**config.mk**
```make
export PLATFORM = sky130hd
export DESIGN_NAME = evpu_top
export DESIGN_NICKNAME = d
export VERILOG_FILES = /design/src/evpu_pkg.sv /design/src/evpu_top.sv
export SDC_FILE = /design/constraint.sdc
export NUM_CORES = 1
export LEC_CHECK = 0
export ABC_AREA = 1
export BUFFER_PORTS_ARGS = -buffer_cell sky130_fd_sc_hd__buf_4
export CORE_MARGIN = 2
export CORE_UTILIZATION = 50
export CTS_CLUSTER_DIAMETER = 50
export DETAILED_ROUTE_END_ITERATION = 10
export PLACE_DENSITY_LB_ADDON = 0.2
export SLEW_MARGIN = 25
export SYNTH_ARGS = -nofsm -noshare
export SYNTH_HDL_FRONTEND = slang
export SYNTH_SLANG_ARGS = --single-unit
```
**constraint.sdc**
```tcl
create_clock -name clk_in -period 3 [get_ports clk_in]
set_input_delay 0.9 -clock clk_in [delete_from_list [all_inputs] [get_ports clk_in]]
set_output_delay 0.9 -clock clk_in [all_outputs]
set_load 0.1 [all_outputs]
```
**src/evpu_pkg.sv**
```systemverilog
package evpu_pkg;

  // ****************************************************
  // Timing
  // ****************************************************
  localparam int CLK_PERIOD_NS = 10;
  localparam int WDT_RST_NS = 100;
  // Least time, rounded up to whole cycles
  localparam logic [7:0] WDT_RST_CYC =
    8'((WDT_RST_NS + CLK_PERIOD_NS - 1) / CLK_PERIOD_NS);

  // ****************************************************
  // Register map
  // ****************************************************
  localparam logic [11:0] ADDR_EDGE_POL = 12'h000;
  localparam logic [11:0] ADDR_STATUS = 12'h004;
  localparam logic [11:0] ADDR_MASK = 12'h008;
  localparam logic [11:0] ADDR_VECTOR = 12'h00c;
  localparam int POL_NMI_BIT = 7;
  localparam logic [2:0] POL_RSVD_VAL = 3'h7;
  localparam logic [4:0] POL_RST = 5'h00;
  localparam int EV_W = 4;
  localparam int EV_TAKEN = 0;
  localparam int EV_RESET = 1;
  localparam int EV_NMI = 2;
  localparam int EV_IRQ = 3;

  // ****************************************************
  // Vector numbers
  // ****************************************************
  localparam int NUM_VEC = 26;
  localparam logic [4:0] VEC_RESET = 5'h00;
  localparam logic [4:0] VEC_NMI = 5'h07;
  localparam logic [4:0] VEC_TRAP0 = 5'h08;
  localparam logic [4:0] VEC_BRK = 5'h0c;
  localparam logic [4:0] VEC_SLEEP = 5'h0d;
  localparam logic [4:0] VEC_IRQ0 = 5'h0e;
  localparam logic [4:0] VEC_WAKEUP = 5'h12;
  localparam logic [4:0] VEC_TMA = 5'h13;
  localparam logic [4:0] VEC_CAP = 5'h15;
  localparam logic [4:0] VEC_CMP = 5'h16;
  localparam logic [4:0] VEC_SER = 5'h17;
  localparam logic [4:0] VEC_I2C = 5'h18;
  localparam logic [4:0] VEC_ADC = 5'h19;
  // Sources that ignore the global mask bit
  localparam logic [25:0] MASK_IMMUNE = 26'h0001f81;

  // ****************************************************
  // Types
  // ****************************************************
  typedef enum logic [1:0] {PH_HOLD, PH_RUN, PH_PRESENT} evpu_phase_e;

  typedef struct packed {
    logic brk;
    logic sleep;
    logic wakeup;
    logic tma;
    logic [4:0] cap;
    logic [2:0] cmp;
    logic [3:0] ser;
    logic [2:0] i2c;
    logic adc;
  } evpu_periph_s;

  typedef struct packed {
    logic [5:0] pin_s1;
    logic [5:0] pin_s2;
    logic [4:0] pin_prev;
    logic [4:0] pol;
    logic nmi_pend;
    logic [3:0] irq_pend;
    logic trap_pend;
    logic [1:0] trap_num;
    evpu_phase_e phase;
    logic [7:0] hold_cnt;
    logic [4:0] vec_num;
    logic [EV_W-1:0] sts;
    logic [EV_W-1:0] msk;
    logic [31:0] prdata;
  } evpu_state_s;

endpackage

```
**src/evpu_top.sv**
```systemverilog
`timescale 1ns/1ps

// How it works
// Reset ranks first, starts on pin release
// Watchdog overflow resets, then reset vector
// Trap operand picks vectors 8 to 11
// Traps are never held by mask
// Mask bit holds all but traps, unmaskable, break
// Interrupts start only at instruction boundary
// Lowest pending vector number wins
// Vector address is twice the number
// Fixed vector numbers for core sources
// Shared peripheral vectors 21 to 24
// Vectors 1 to 6, 20 never produced
// Polarity bit 7 unmaskable, 3..0 requests
// Polarity bits 6..4 read one, ignore writes
// Polarity resets to falling edges
// Synced pins, selected edge latches pending
module evpu_top (
  input wire logic clk_in,             // System clock
  input wire logic sys_rst_in,         // Sync reset, high
  input wire logic clk_en_in,          // Freezes state when low
  input wire logic psel_in,            // APB select
  input wire logic penable_in,         // APB enable
  input wire logic pwrite_in,          // APB direction
  input wire logic [11:0] paddr_in,    // APB byte address
  input wire logic [31:0] pwdata_in,   // APB write data
  output logic pready_out,             // APB ready
  output logic [31:0] prdata_out,      // APB read data
  output logic pslverr_out,            // APB error
  input wire logic power_on_init_pin_n_in, // Reset pin, low
  input wire logic wdt_ovf_in,         // Watchdog overflow
  input wire logic unmask_pin_in,      // Unmaskable pin
  input wire logic [3:0] ext_req_pin_in, // Request pins 3..0
  input wire logic trap_in,            // Trap executed pulse
  input wire logic [1:0] trap_num_in,  // Trap operand
  input wire logic cond_mask_in,       // Global mask bit
  input wire logic insn_end_in,        // Instruction boundary
  input wire logic vec_ack_in,         // Core took vector
  input wire evpu_pkg::evpu_periph_s periph_in, // Level requests
  output logic core_reset_out,         // Core held in reset
  output logic vec_valid_out,          // Vector offered
  output logic [4:0] vec_num_out,      // Vector number
  output logic [15:0] vec_addr_out,    // Vector table address
  output logic irq_out                 // Unmasked event
);

  // ****************************************************
  // Functions
  // ****************************************************

  // Selected edge per pin, polarity 1 means rising
  function automatic logic [4:0] edge_hit(
    input logic [4:0] prev,
    input logic [4:0] cur,
    input logic [4:0] pol);
    logic [4:0] r;
    r = 5'h00;
    for (int i = 0; i < 5; i++) begin
      r[i] = pol[i] ? (!prev[i] && cur[i])
                    : (prev[i] && !cur[i]);
    end
    return r;
  endfunction

  // Lowest set bit number is the highest priority
  // Scans downward, so the lowest request is the one kept
  function automatic logic [5:0] pick(input logic [25:0] req);
    logic [5:0] r;
    r = 6'h00;
    for (int i = evpu_pkg::NUM_VEC - 1; i >= 0; i--) begin
      if (req[i]) begin
        r = {1'b1, 5'(i)};
      end
    end
    return r;
  endfunction

  // Register read mux; unmapped addresses read zero
  // Status and mask share one bit layout
  function automatic logic [31:0] rd_val(
    input logic [11:0] a,
    input evpu_pkg::evpu_state_s st);
    logic [31:0] r;
    r = 32'h0000_0000;
    case (a)
      evpu_pkg::ADDR_EDGE_POL:
        r[7:0] = {st.pol[4], evpu_pkg::POL_RSVD_VAL,
                  st.pol[3:0]};
      evpu_pkg::ADDR_STATUS: r[evpu_pkg::EV_W-1:0] = st.sts;
      evpu_pkg::ADDR_MASK: r[evpu_pkg::EV_W-1:0] = st.msk;
      evpu_pkg::ADDR_VECTOR:
        r[7:0] = {1'b0, st.phase, st.vec_num};
      default: r = 32'h0000_0000;
    endcase
    return r;
  endfunction

  // ****************************************************
  // State and decode
  // ****************************************************
  localparam int EV_W_L = evpu_pkg::EV_W;

  evpu_pkg::evpu_state_s s_r;
  evpu_pkg::evpu_state_s s_nxt;
  logic [4:0] pol_by_pin;
  logic [4:0] edges;
  logic pin_low;
  logic apb_setup;
  logic apb_wr;
  logic wr_pol;
  logic wr_sts;
  logic wr_msk;
  logic mapped;
  logic [25:0] req;
  logic [25:0] req_ok;
  logic [5:0] win;
  logic taken;
  logic rst_leave;
  logic [EV_W_L-1:0] ev_set;
  logic [EV_W_L-1:0] ev_clr;

  // Polarity bits put in sync chain order: unmaskable pin first,
  // then request pins 0 to 3
  assign pol_by_pin = {s_r.pol[3:0], s_r.pol[4]};

  // Edge detect on the second sync stage and its history;
  // bit 0 of the chain is the reset pin, so requests sit at 5:1
  assign edges = edge_hit(s_r.pin_prev, s_r.pin_s2[5:1],
                          pol_by_pin);
  assign pin_low = !s_r.pin_s2[0];

  // APB phase decode and per-register write strobes
  assign apb_setup = psel_in && !penable_in;
  assign apb_wr = psel_in && penable_in && pwrite_in;
  assign wr_pol = apb_wr && (paddr_in == evpu_pkg::ADDR_EDGE_POL);
  assign wr_sts = apb_wr && (paddr_in == evpu_pkg::ADDR_STATUS);
  assign wr_msk = apb_wr && (paddr_in == evpu_pkg::ADDR_MASK);
  assign mapped = (paddr_in == evpu_pkg::ADDR_EDGE_POL) ||
                  (paddr_in == evpu_pkg::ADDR_STATUS) ||
                  (paddr_in == evpu_pkg::ADDR_MASK) ||
                  (paddr_in == evpu_pkg::ADDR_VECTOR);

  // Request vector, reserved numbers stay zero
  // Shared vectors are the OR of their group; sources clear themselves
  always_comb begin
    req = 26'h0000000;
    req[evpu_pkg::VEC_NMI] = s_r.nmi_pend;
    req[evpu_pkg::VEC_TRAP0 + 5'(s_r.trap_num)] =
      s_r.trap_pend;
    req[evpu_pkg::VEC_BRK] = periph_in.brk;
    req[evpu_pkg::VEC_SLEEP] = periph_in.sleep;
    req[evpu_pkg::VEC_IRQ0 +: 4] = s_r.irq_pend;
    req[evpu_pkg::VEC_WAKEUP] = periph_in.wakeup;
    req[evpu_pkg::VEC_TMA] = periph_in.tma;
    req[evpu_pkg::VEC_CAP] = |periph_in.cap;
    req[evpu_pkg::VEC_CMP] = |periph_in.cmp;
    req[evpu_pkg::VEC_SER] = |periph_in.ser;
    req[evpu_pkg::VEC_I2C] = |periph_in.i2c;
    req[evpu_pkg::VEC_ADC] = periph_in.adc;
  end

  // Global mask leaves traps, unmaskable and break
  assign req_ok = cond_mask_in ? (req & evpu_pkg::MASK_IMMUNE)
                               : req;
  assign win = pick(req_ok);
  // Core has taken the vector now on offer
  assign taken = (s_r.phase == evpu_pkg::PH_PRESENT) && vec_ack_in;

  // Leaving reset hold: count spent, pin high, no new overflow
  assign rst_leave = (s_r.phase == evpu_pkg::PH_HOLD) &&
                     (s_r.hold_cnt == 8'h00) && !pin_low &&
                     !wdt_ovf_in;

  // Event set and write-one clear
  always_comb begin
    ev_set = '0;
    ev_set[evpu_pkg::EV_TAKEN] = taken;
    ev_set[evpu_pkg::EV_RESET] = rst_leave;
    ev_set[evpu_pkg::EV_NMI] = edges[0];
    ev_set[evpu_pkg::EV_IRQ] = |edges[4:1];
    // Software clear by writing ones
    ev_clr = '0;
    if (wr_sts) begin
      ev_clr = pwdata_in[EV_W_L-1:0];
    end
  end

  // ****************************************************
  // Next state
  // ****************************************************
  always_comb begin
    s_nxt = s_r;
    // Two-stage pin sync, then history for edges
    s_nxt.pin_s1 = {ext_req_pin_in, unmask_pin_in,
                    power_on_init_pin_n_in};
    s_nxt.pin_s2 = s_r.pin_s1;
    s_nxt.pin_prev = s_r.pin_s2[5:1];
    // Register writes
    if (wr_pol) begin
      s_nxt.pol = {pwdata_in[evpu_pkg::POL_NMI_BIT],
                   pwdata_in[3:0]};
    end
    if (wr_msk) begin
      s_nxt.msk = pwdata_in[EV_W_L-1:0];
    end
    // Read data captured in the setup cycle
    if (apb_setup && !pwrite_in) begin
      s_nxt.prdata = rd_val(paddr_in, s_r);
    end
    // Pending requests, set wins over service clear
    s_nxt.nmi_pend = (s_r.nmi_pend &&
      !(taken && s_r.vec_num == evpu_pkg::VEC_NMI)) ||
      edges[0];
    for (int i = 0; i < 4; i++) begin
      s_nxt.irq_pend[i] = (s_r.irq_pend[i] && !(taken &&
        s_r.vec_num == evpu_pkg::VEC_IRQ0 + 5'(i))) ||
        edges[i+1];
    end
    // Any trap vector taken clears the single trap pending;
    // a new trap in that same cycle wins over the clear
    if (taken && s_r.vec_num[4:2] == 3'h2) begin
      s_nxt.trap_pend = 1'b0;
    end
    if (trap_in) begin
      s_nxt.trap_pend = 1'b1;
      s_nxt.trap_num = trap_num_in;
    end
    // Exception sequencing: the reset vector needs no boundary,
    // every other source waits for one
    case (s_r.phase)
      evpu_pkg::PH_HOLD: begin
        if (s_r.hold_cnt != 8'h00) begin
          s_nxt.hold_cnt = s_r.hold_cnt - 8'h01;
        end else if (!pin_low) begin
          s_nxt.phase = evpu_pkg::PH_PRESENT;
          s_nxt.vec_num = evpu_pkg::VEC_RESET;
        end
      end
      evpu_pkg::PH_RUN: begin
        if (insn_end_in && win[5]) begin
          s_nxt.phase = evpu_pkg::PH_PRESENT;
          s_nxt.vec_num = win[4:0];
        end
      end
      evpu_pkg::PH_PRESENT: begin
        if (vec_ack_in) begin
          s_nxt.phase = evpu_pkg::PH_RUN;
        end
      end
      default: begin
        s_nxt.phase = evpu_pkg::PH_HOLD;
      end
    endcase
    // Pin or watchdog reset overrides everything; mask and status
    // survive it so software can see what happened before
    if (pin_low || wdt_ovf_in) begin
      s_nxt.phase = evpu_pkg::PH_HOLD;
      s_nxt.pol = evpu_pkg::POL_RST;
      s_nxt.nmi_pend = 1'b0;
      s_nxt.irq_pend = 4'h0;
      s_nxt.trap_pend = 1'b0;
    end
    if (wdt_ovf_in) begin
      s_nxt.hold_cnt = evpu_pkg::WDT_RST_CYC;
    end
    s_nxt.sts = (s_r.sts & ~ev_clr) | ev_set;
  end

  // ****************************************************
  // State register
  // ****************************************************
  // Sync stages reset to the pins' idle high level, so that no
  // false falling edge appears in the first cycles after reset.
  // Clock enable low freezes every flop, sync stages included.
  always_ff @(posedge clk_in) begin
    if (sys_rst_in) begin
      s_r <= '{pin_s1: 6'h3f, pin_s2: 6'h3f,
               pin_prev: 5'h1f,
               pol: evpu_pkg::POL_RST,
               nmi_pend: 1'b0, irq_pend: 4'h0,
               trap_pend: 1'b0, trap_num: 2'h0,
               phase: evpu_pkg::PH_HOLD,
               hold_cnt: 8'h00, vec_num: 5'h00,
               sts: '0, msk: '0,
               prdata: 32'h0000_0000};
    end else if (clk_en_in) begin
      s_r <= s_nxt;
    end
  end

  // ****************************************************
  // Outputs
  // ****************************************************
  // APB answers with no wait states; unmapped access flags error
  assign pready_out = 1'b1;
  assign pslverr_out = psel_in && penable_in && !mapped;
  assign prdata_out = s_r.prdata;
  // Vector link, all from registered state
  assign core_reset_out = (s_r.phase == evpu_pkg::PH_HOLD);
  assign vec_valid_out = (s_r.phase == evpu_pkg::PH_PRESENT);
  assign vec_num_out = s_r.vec_num;
  // Two-byte entries at twice the vector number
  assign vec_addr_out = {10'h000, s_r.vec_num, 1'b0};
  // Level interrupt while any unmasked status bit is set
  assign irq_out = |(s_r.sts & s_r.msk);

endmodule // evpu_top

```
; ---- After elaboration in Yosys (flattened, before gate mapping)
; Cells that the tools add are included.
[word_totals]
register_bits = 61
in_bits = 83
out_inout_bits = 58
[classes]
n_addsub = 2
magnitude_cmp = 2
n_eq_ne = 18
muxes = 55
bitwise = 4
n_reduce_logical = 87
[op_table]
columns = operator, count
row1 = $mux W6, 26
row2 = $logic_and A1 B1 Y1, 35
row3 = $bwmux W26, 1
row4 = $mux W26, 1
row5 = $eq A12 B4 Y1 const B, 2
row6 = $mux W8, 3
row7 = $logic_not A1 Y1, 20
row8 = $mux W5, 4
row9 = $pmux W4 S4, 1
row10 = $eq A12 B3 Y1 const B, 1
row11 = $logic_not A12 Y1, 1
row12 = $reduce_or A4 Y1, 3
row13 = $mux W11, 1
row14 = $eq A5 B4 Y1 const B, 2
row15 = $eq A5 B5 Y1 const B, 2
row16 = $mux W2, 5
row17 = $pmux W5 S2, 1
row18 = $reduce_and A2 Y1, 5
row19 = $reduce_and A5 Y1, 2
row20 = $logic_or A1 B1 Y1, 9
row21 = $and A4 B4 Y4, 2
row22 = $logic_not A8 Y1, 1
row23 = $pmux W4 S2, 1
row24 = $reduce_bool A2 Y1, 4
row25 = 26 further kinds, 35

; ---- Depth between registers and ports, before layout
[depth]
ltp_word = 37
depth_mapped = 16
depth_no_buf = 16

; ---- Least setup slack after synthesis
; No wires, ideal clock.
[synth_path]
kind = input to output
from = input port paddr_in[9]
to = output port pslverr_out
t_arrival_ps = 2543
t_required_ps = 2100
slack_ps = -443
cell_stages = 4
path_cell_list = nor2_1 > nand2_1 > nor2_1 > a21oi_1
[synth_via]
elab_chain_len = 6
[synth_lines]
columns = item, line_no
row1 = from (decl), evpu_top.sv:26  ; input wire logic [11:0] paddr_in,
row2 = $eq A12 B3 Y1 or $logic_not A12 Y1 (tied branches), "evpu_top.sv:140, evpu_top.sv:139"
row3 = $logic_or A1 B1 Y1, evpu_top.sv:139  ; assign mapped = (paddr_in == evpu_pkg::ADDR_EDGE_POL) ||
row4 = $logic_or A1 B1 Y1, evpu_top.sv:140  ; (paddr_in == evpu_pkg::ADDR_STATUS) ||
row5 = $logic_or A1 B1 Y1 *, evpu_top.sv:141  ; (paddr_in == evpu_pkg::ADDR_MASK) ||
row6 = $logic_not A1 Y1 *, evpu_top.sv:297  ; assign pslverr_out = psel_in && penable_in && !mapped;
row7 = $logic_and A1 B1 Y1 *, evpu_top.sv:297
row8 = to (decl), evpu_top.sv:30  ; output logic pslverr_out,
; Mark *: on every way between the ends. The rest lies on a longest branch, timed or not.

; ---- Worst setup path in the final report
[layout_path]
from = input port paddr_in[8]
to = output port pslverr_out
; The elaborated chain is that of the path after synthesis.

==> run summary <==
The met1 global-route usage came out at 0.267. The global-route wire length before repair came out at 13.2 mm. The worst hold path was traced through 2 stages. The proportion of layout cells with a drive suffix above 1 is 0.212.

The Yosys step of the flow raised 0 warnings. The post-synthesis average cell area came out at 6.66 um2. The net count of the finished layout is 679. The synthesized-area fraction occupied by and/or/nand/nor cells is 0.284. The insertion delay of the later-clocked pin in the worst-skew pair came out at 340 ps. Setup violations remaining at the end of the flow were counted as 0.

Of the total synthesized cell area, the portion taken by XOR and XNOR cells is 0.00245. The mux cell area share after synthesis is 0. The number of standard cells in the layout, taps in and fillers out came out at 696. In this run the power density over the cells is 566 mW/mm2.

The placed wire-length estimate after detailed placement is 6.18 mm. The total count of max-transition violations in the final report came out at 0. The number of flops mapped to enable cells by yosys is 0. Setup repair after global routing left no endpoint under its margin. By area, the combinational part of the netlist is dominated by simple AND/OR/NAND/NOR gates. The residual overflow from global routing is 0. The register-to-register path setup slack is 1120 ps. The maximum fanout encountered on the critical timing path came out at 2. The hold path startpoint is s_nxt[73]. The fraction of registers with async set/reset came out at 0. The hold buffer count at CTS came out at 0. The post-synthesis adder-cell area fraction came out at 0.00351. The number of buffers created by CTS is 9.

The stage delay of the slowest cell on the critical path is 230 ps. The run finished with clean final reports. Once the clock tree was built, the resizer swapped 0 gates to a different size. The final worst-path cycle share came out at 0.853. After clock tree synthesis, the clock-pin slew on the worst setup and hold paths is 60 ps.

The number of buffers added on ports came out at 77. The critical path contains buffers and inverters numbering 2 combined. The most used flip-flop cell after synthesis is sky130_fd_sc_hd__dfxtp_1. Summed over all cells, the static leakage comes to 0.00199 uW.

The maximum level of the CTS H-tree came out at 3. The diode insertion count for antenna repair is 0. The number of sinks handled by clock tree synthesis is 61. The worst hold path terminates at s_nxt[73]. The tightest min-delay check is of the flip-flop to flip-flop type. For this run, the register share of the synthesized area comes to 0.342. The post-CTS setup repair buffer count is 0. After the first detailed-routing iteration, the DRC count stood at 196. The height of the chip came out at 88.5 um. met2 is the most crowded layer. The cell with the largest stage delay on the worst path is sky130_fd_sc_hd__buf_4. OpenSTA, run right after detailed placement, puts the worst setup slack at 431 ps.

The arrival time of data at the critical path endpoint is 1660 ps. The first-pass iteration count of the detailed router is 5. The buffer depth of the longest clock path is 2. The number of instances in the synthesized netlist is 536. The routed layout has 3407 vias. The number of antenna violations at the first check in global routing came out at 0. The wire length after detailed routing came out at 8.11 mm. Using the TritonRoute via totals, the vias-per-cell ratio works out to 4.90. The maximum operating frequency is 391 MHz. The die covers 0.00783 mm2.

The setup skew after layout came out at 8.94 ps. For the worst setup path, the data required time is 2100 ps. CTS placed an instance of sky130_fd_sc_hd__clkbuf_8 at the clock tree root. The aggregate global-route resource usage is 0.216.

The type of element launching the critical path is a primary input. The largest net degree at the start of global routing came out at 33. The count of unresolved DRC violations after routing is 0.

The shortest period the worst path allows is 2560 ps. TritonCTS built the clock tree. On the critical path the largest part of the delay comes from simple AND/OR/NAND/NOR gates. The flop and latch count out of synthesis is 61. The setup TNS after final layout came out at 0 ps.

The number of placed instances, taps included, is 680. The I/O pin count is 141. The initialized floorplan defines 30 standard-cell rows. The area of the core region is 0.00687 mm2. The complex-gate fraction of the synthesized area came out at 0.164. The number of global-route vias before repair came out at 3011.

The setup slack after layout came out at 441 ps. The final number of hold-violating endpoints came to 0. The wire length per cell after detailed routing is 11.7 um. The post-synth design cell area is 0.00357 mm2. Once detail routing completed, the nets flagged for antenna violations numbered 0. For met3 alone, demand over resource in global routing was 0.0522.

The number of violations of the max-capacitance limit is 0. The worst setup path is of the primary input to primary output kind. The worst ir drop on vdd came out at 0.000408 V. The worst register-to-register path has a depth of 13. The met2 routing resource usage after global routing is 0.366. From left edge to right edge, the die measures 88.5 um.

The relative area change from synthesis to final layout is 17.1%. The congestion estimate from routability-driven global placement came to 0.850. The critical path goes through buf_4 -> nor2_1 -> nand2_1 -> nor2_1 -> a21oi_2 -> buf_4. The endpoint identified for the worst register-to-register timing path is s_r[52]. Synthesis instantiated 41 different standard cells from the library. The reg-to-reg startpoint is s_r[45]. STA classifies the critical path endpoint as a primary output.

For this configuration, the core starts out at a cell density of 0.520.
==> kinds of logic after synthesis <==
logic type | Yosys count
and+or+nand+nor | 231
DFF | 61
AOI/OAI and AO/OA | 104
adders and majority gates | 1
other | 2
buffers and inverters | 136
xor gates and xnor gates | 1
==> state kept, by name, summed over array words and instances (netlist names) <==
| name | count |
|---|---|
| pol_by_pin | 5 |
| prdata_out | 8 |
| req | 4 |
| s_nxt | 11 |
| s_r | 28 |
| vec_num_out | 5 |
==> how the worst max path moves through the flow <==
| stage | start | end | slack (ps) | cells past startpoint |
|---|---|---|---|---|
| 6_report | paddr_in[8] | pslverr_out | 440 | 6 |
| 5_1_grt | paddr_in[8] | pslverr_out | 360 | 6 |
| 4_1_cts | paddr_in[8] | pslverr_out | 430 | 6 |
| 3_5_place_dp | paddr_in[8] | pslverr_out | 430 | 6 |
| 3_3_place_gp | paddr_in[9] | pslverr_out | 450 | 6 |
| 2_1_floorplan | paddr_in[9] | pslverr_out | 110 | 4 |
==> power breakdown <==
part / switching [uW] / leakage [uW] / internal, uW / total [uW]
registers: 40.2 / 0.000499 / 857 / 897
logic: 501 / 0.00138 / 159 / 660
clock network: 316 / 0.000108 / 493 / 809
total: 857 / 0.00199 / 1510 / 2370
==> synth_stat cells, types with 4 or more instances <==
library cell / number / area share
sky130_fd_sc_hd__nand2_1: 114 / 0.12
sky130_fd_sc_hd__dfxtp_1: 61 / 0.34
sky130_fd_sc_hd__inv_1: 55 / 0.058
sky130_fd_sc_hd__buf_4: 54 / 0.11
sky130_fd_sc_hd__nor2_1: 51 / 0.054
sky130_fd_sc_hd__a21oi_1: 47 / 0.066
sky130_fd_sc_hd__nand3_1: 31 / 0.043
sky130_fd_sc_hd__o21ai_0: 30 / 0.042
sky130_fd_sc_hd__inv_2: 15 / 0.016
sky130_fd_sc_hd__nand4_1: 9 / 0.016
sky130_fd_sc_hd__clkbuf_1: 8 / 0.0084
sky130_fd_sc_hd__nor3_1: 8 / 0.011
sky130_fd_sc_hd__o21ai_1: 6 / 0.0084
sky130_fd_sc_hd__nand2_2: 5 / 0.0088
sky130_fd_sc_hd__o22ai_1: 5 / 0.0088
sky130_fd_sc_hd__nor2_2: 4 / 0.0070
==> layout make-up <==
cell class	instances	area (um2)
Inverter	70	263
Timing Repair Buffer	80	601
Clock inverter	3	68.8
Sequential cell	61	1220
Clock buffer	13	149
Tap cell	96	120
Multi-Input combinational cell	373	1760
Fill cell	690	2690
==> layer usage <==
metal	part of all wire	vias up
met5	0	-
met4	0.012	0
met3	0.063	8
met2	0.48	111
met1	0.44	1526
li1	-	1762
==> through the flow <==
step | instance area [um2] | total power, uW | hold WS [ps] | utilization
6_report | 4180 | 2370 | 456 | 0.609
5_1_grt | 4180 | 2470 | 472 | 0.609
4_1_cts | 4180 | 2380 | 461 | 0.609
3_5_place_dp | 3960 | 1570 | 444 | 0.577
3_3_place_gp | 3960 | 1560 | 439 | 0.577
2_1_floorplan | 3700 | 1480 | 429 | -
==> cells in the final DEF, fill, tap and decap left out, drive strengths merged, types with 2 or more instances in the layout <==
master  instances
nand2         120
buf            80
inv            70
dfxtp          61
nor2           56
a21oi          49
o21ai          39
conb           36
nand3          33
clkbuf         13
nand4           9
nor3            8
o22ai           5
o311ai          2
a31oi           2
nor3b           2
bufinv          2
==> tightest hold or removal path: stages (launching register included) <==
cell                      delay [ps]
sky130_fd_sc_hd__dfxtp_1         320
sky130_fd_sc_hd__nand2_1          50
sky130_fd_sc_hd__nand3_1          50
Note: power is estimated with default switching activity, not from simulation.
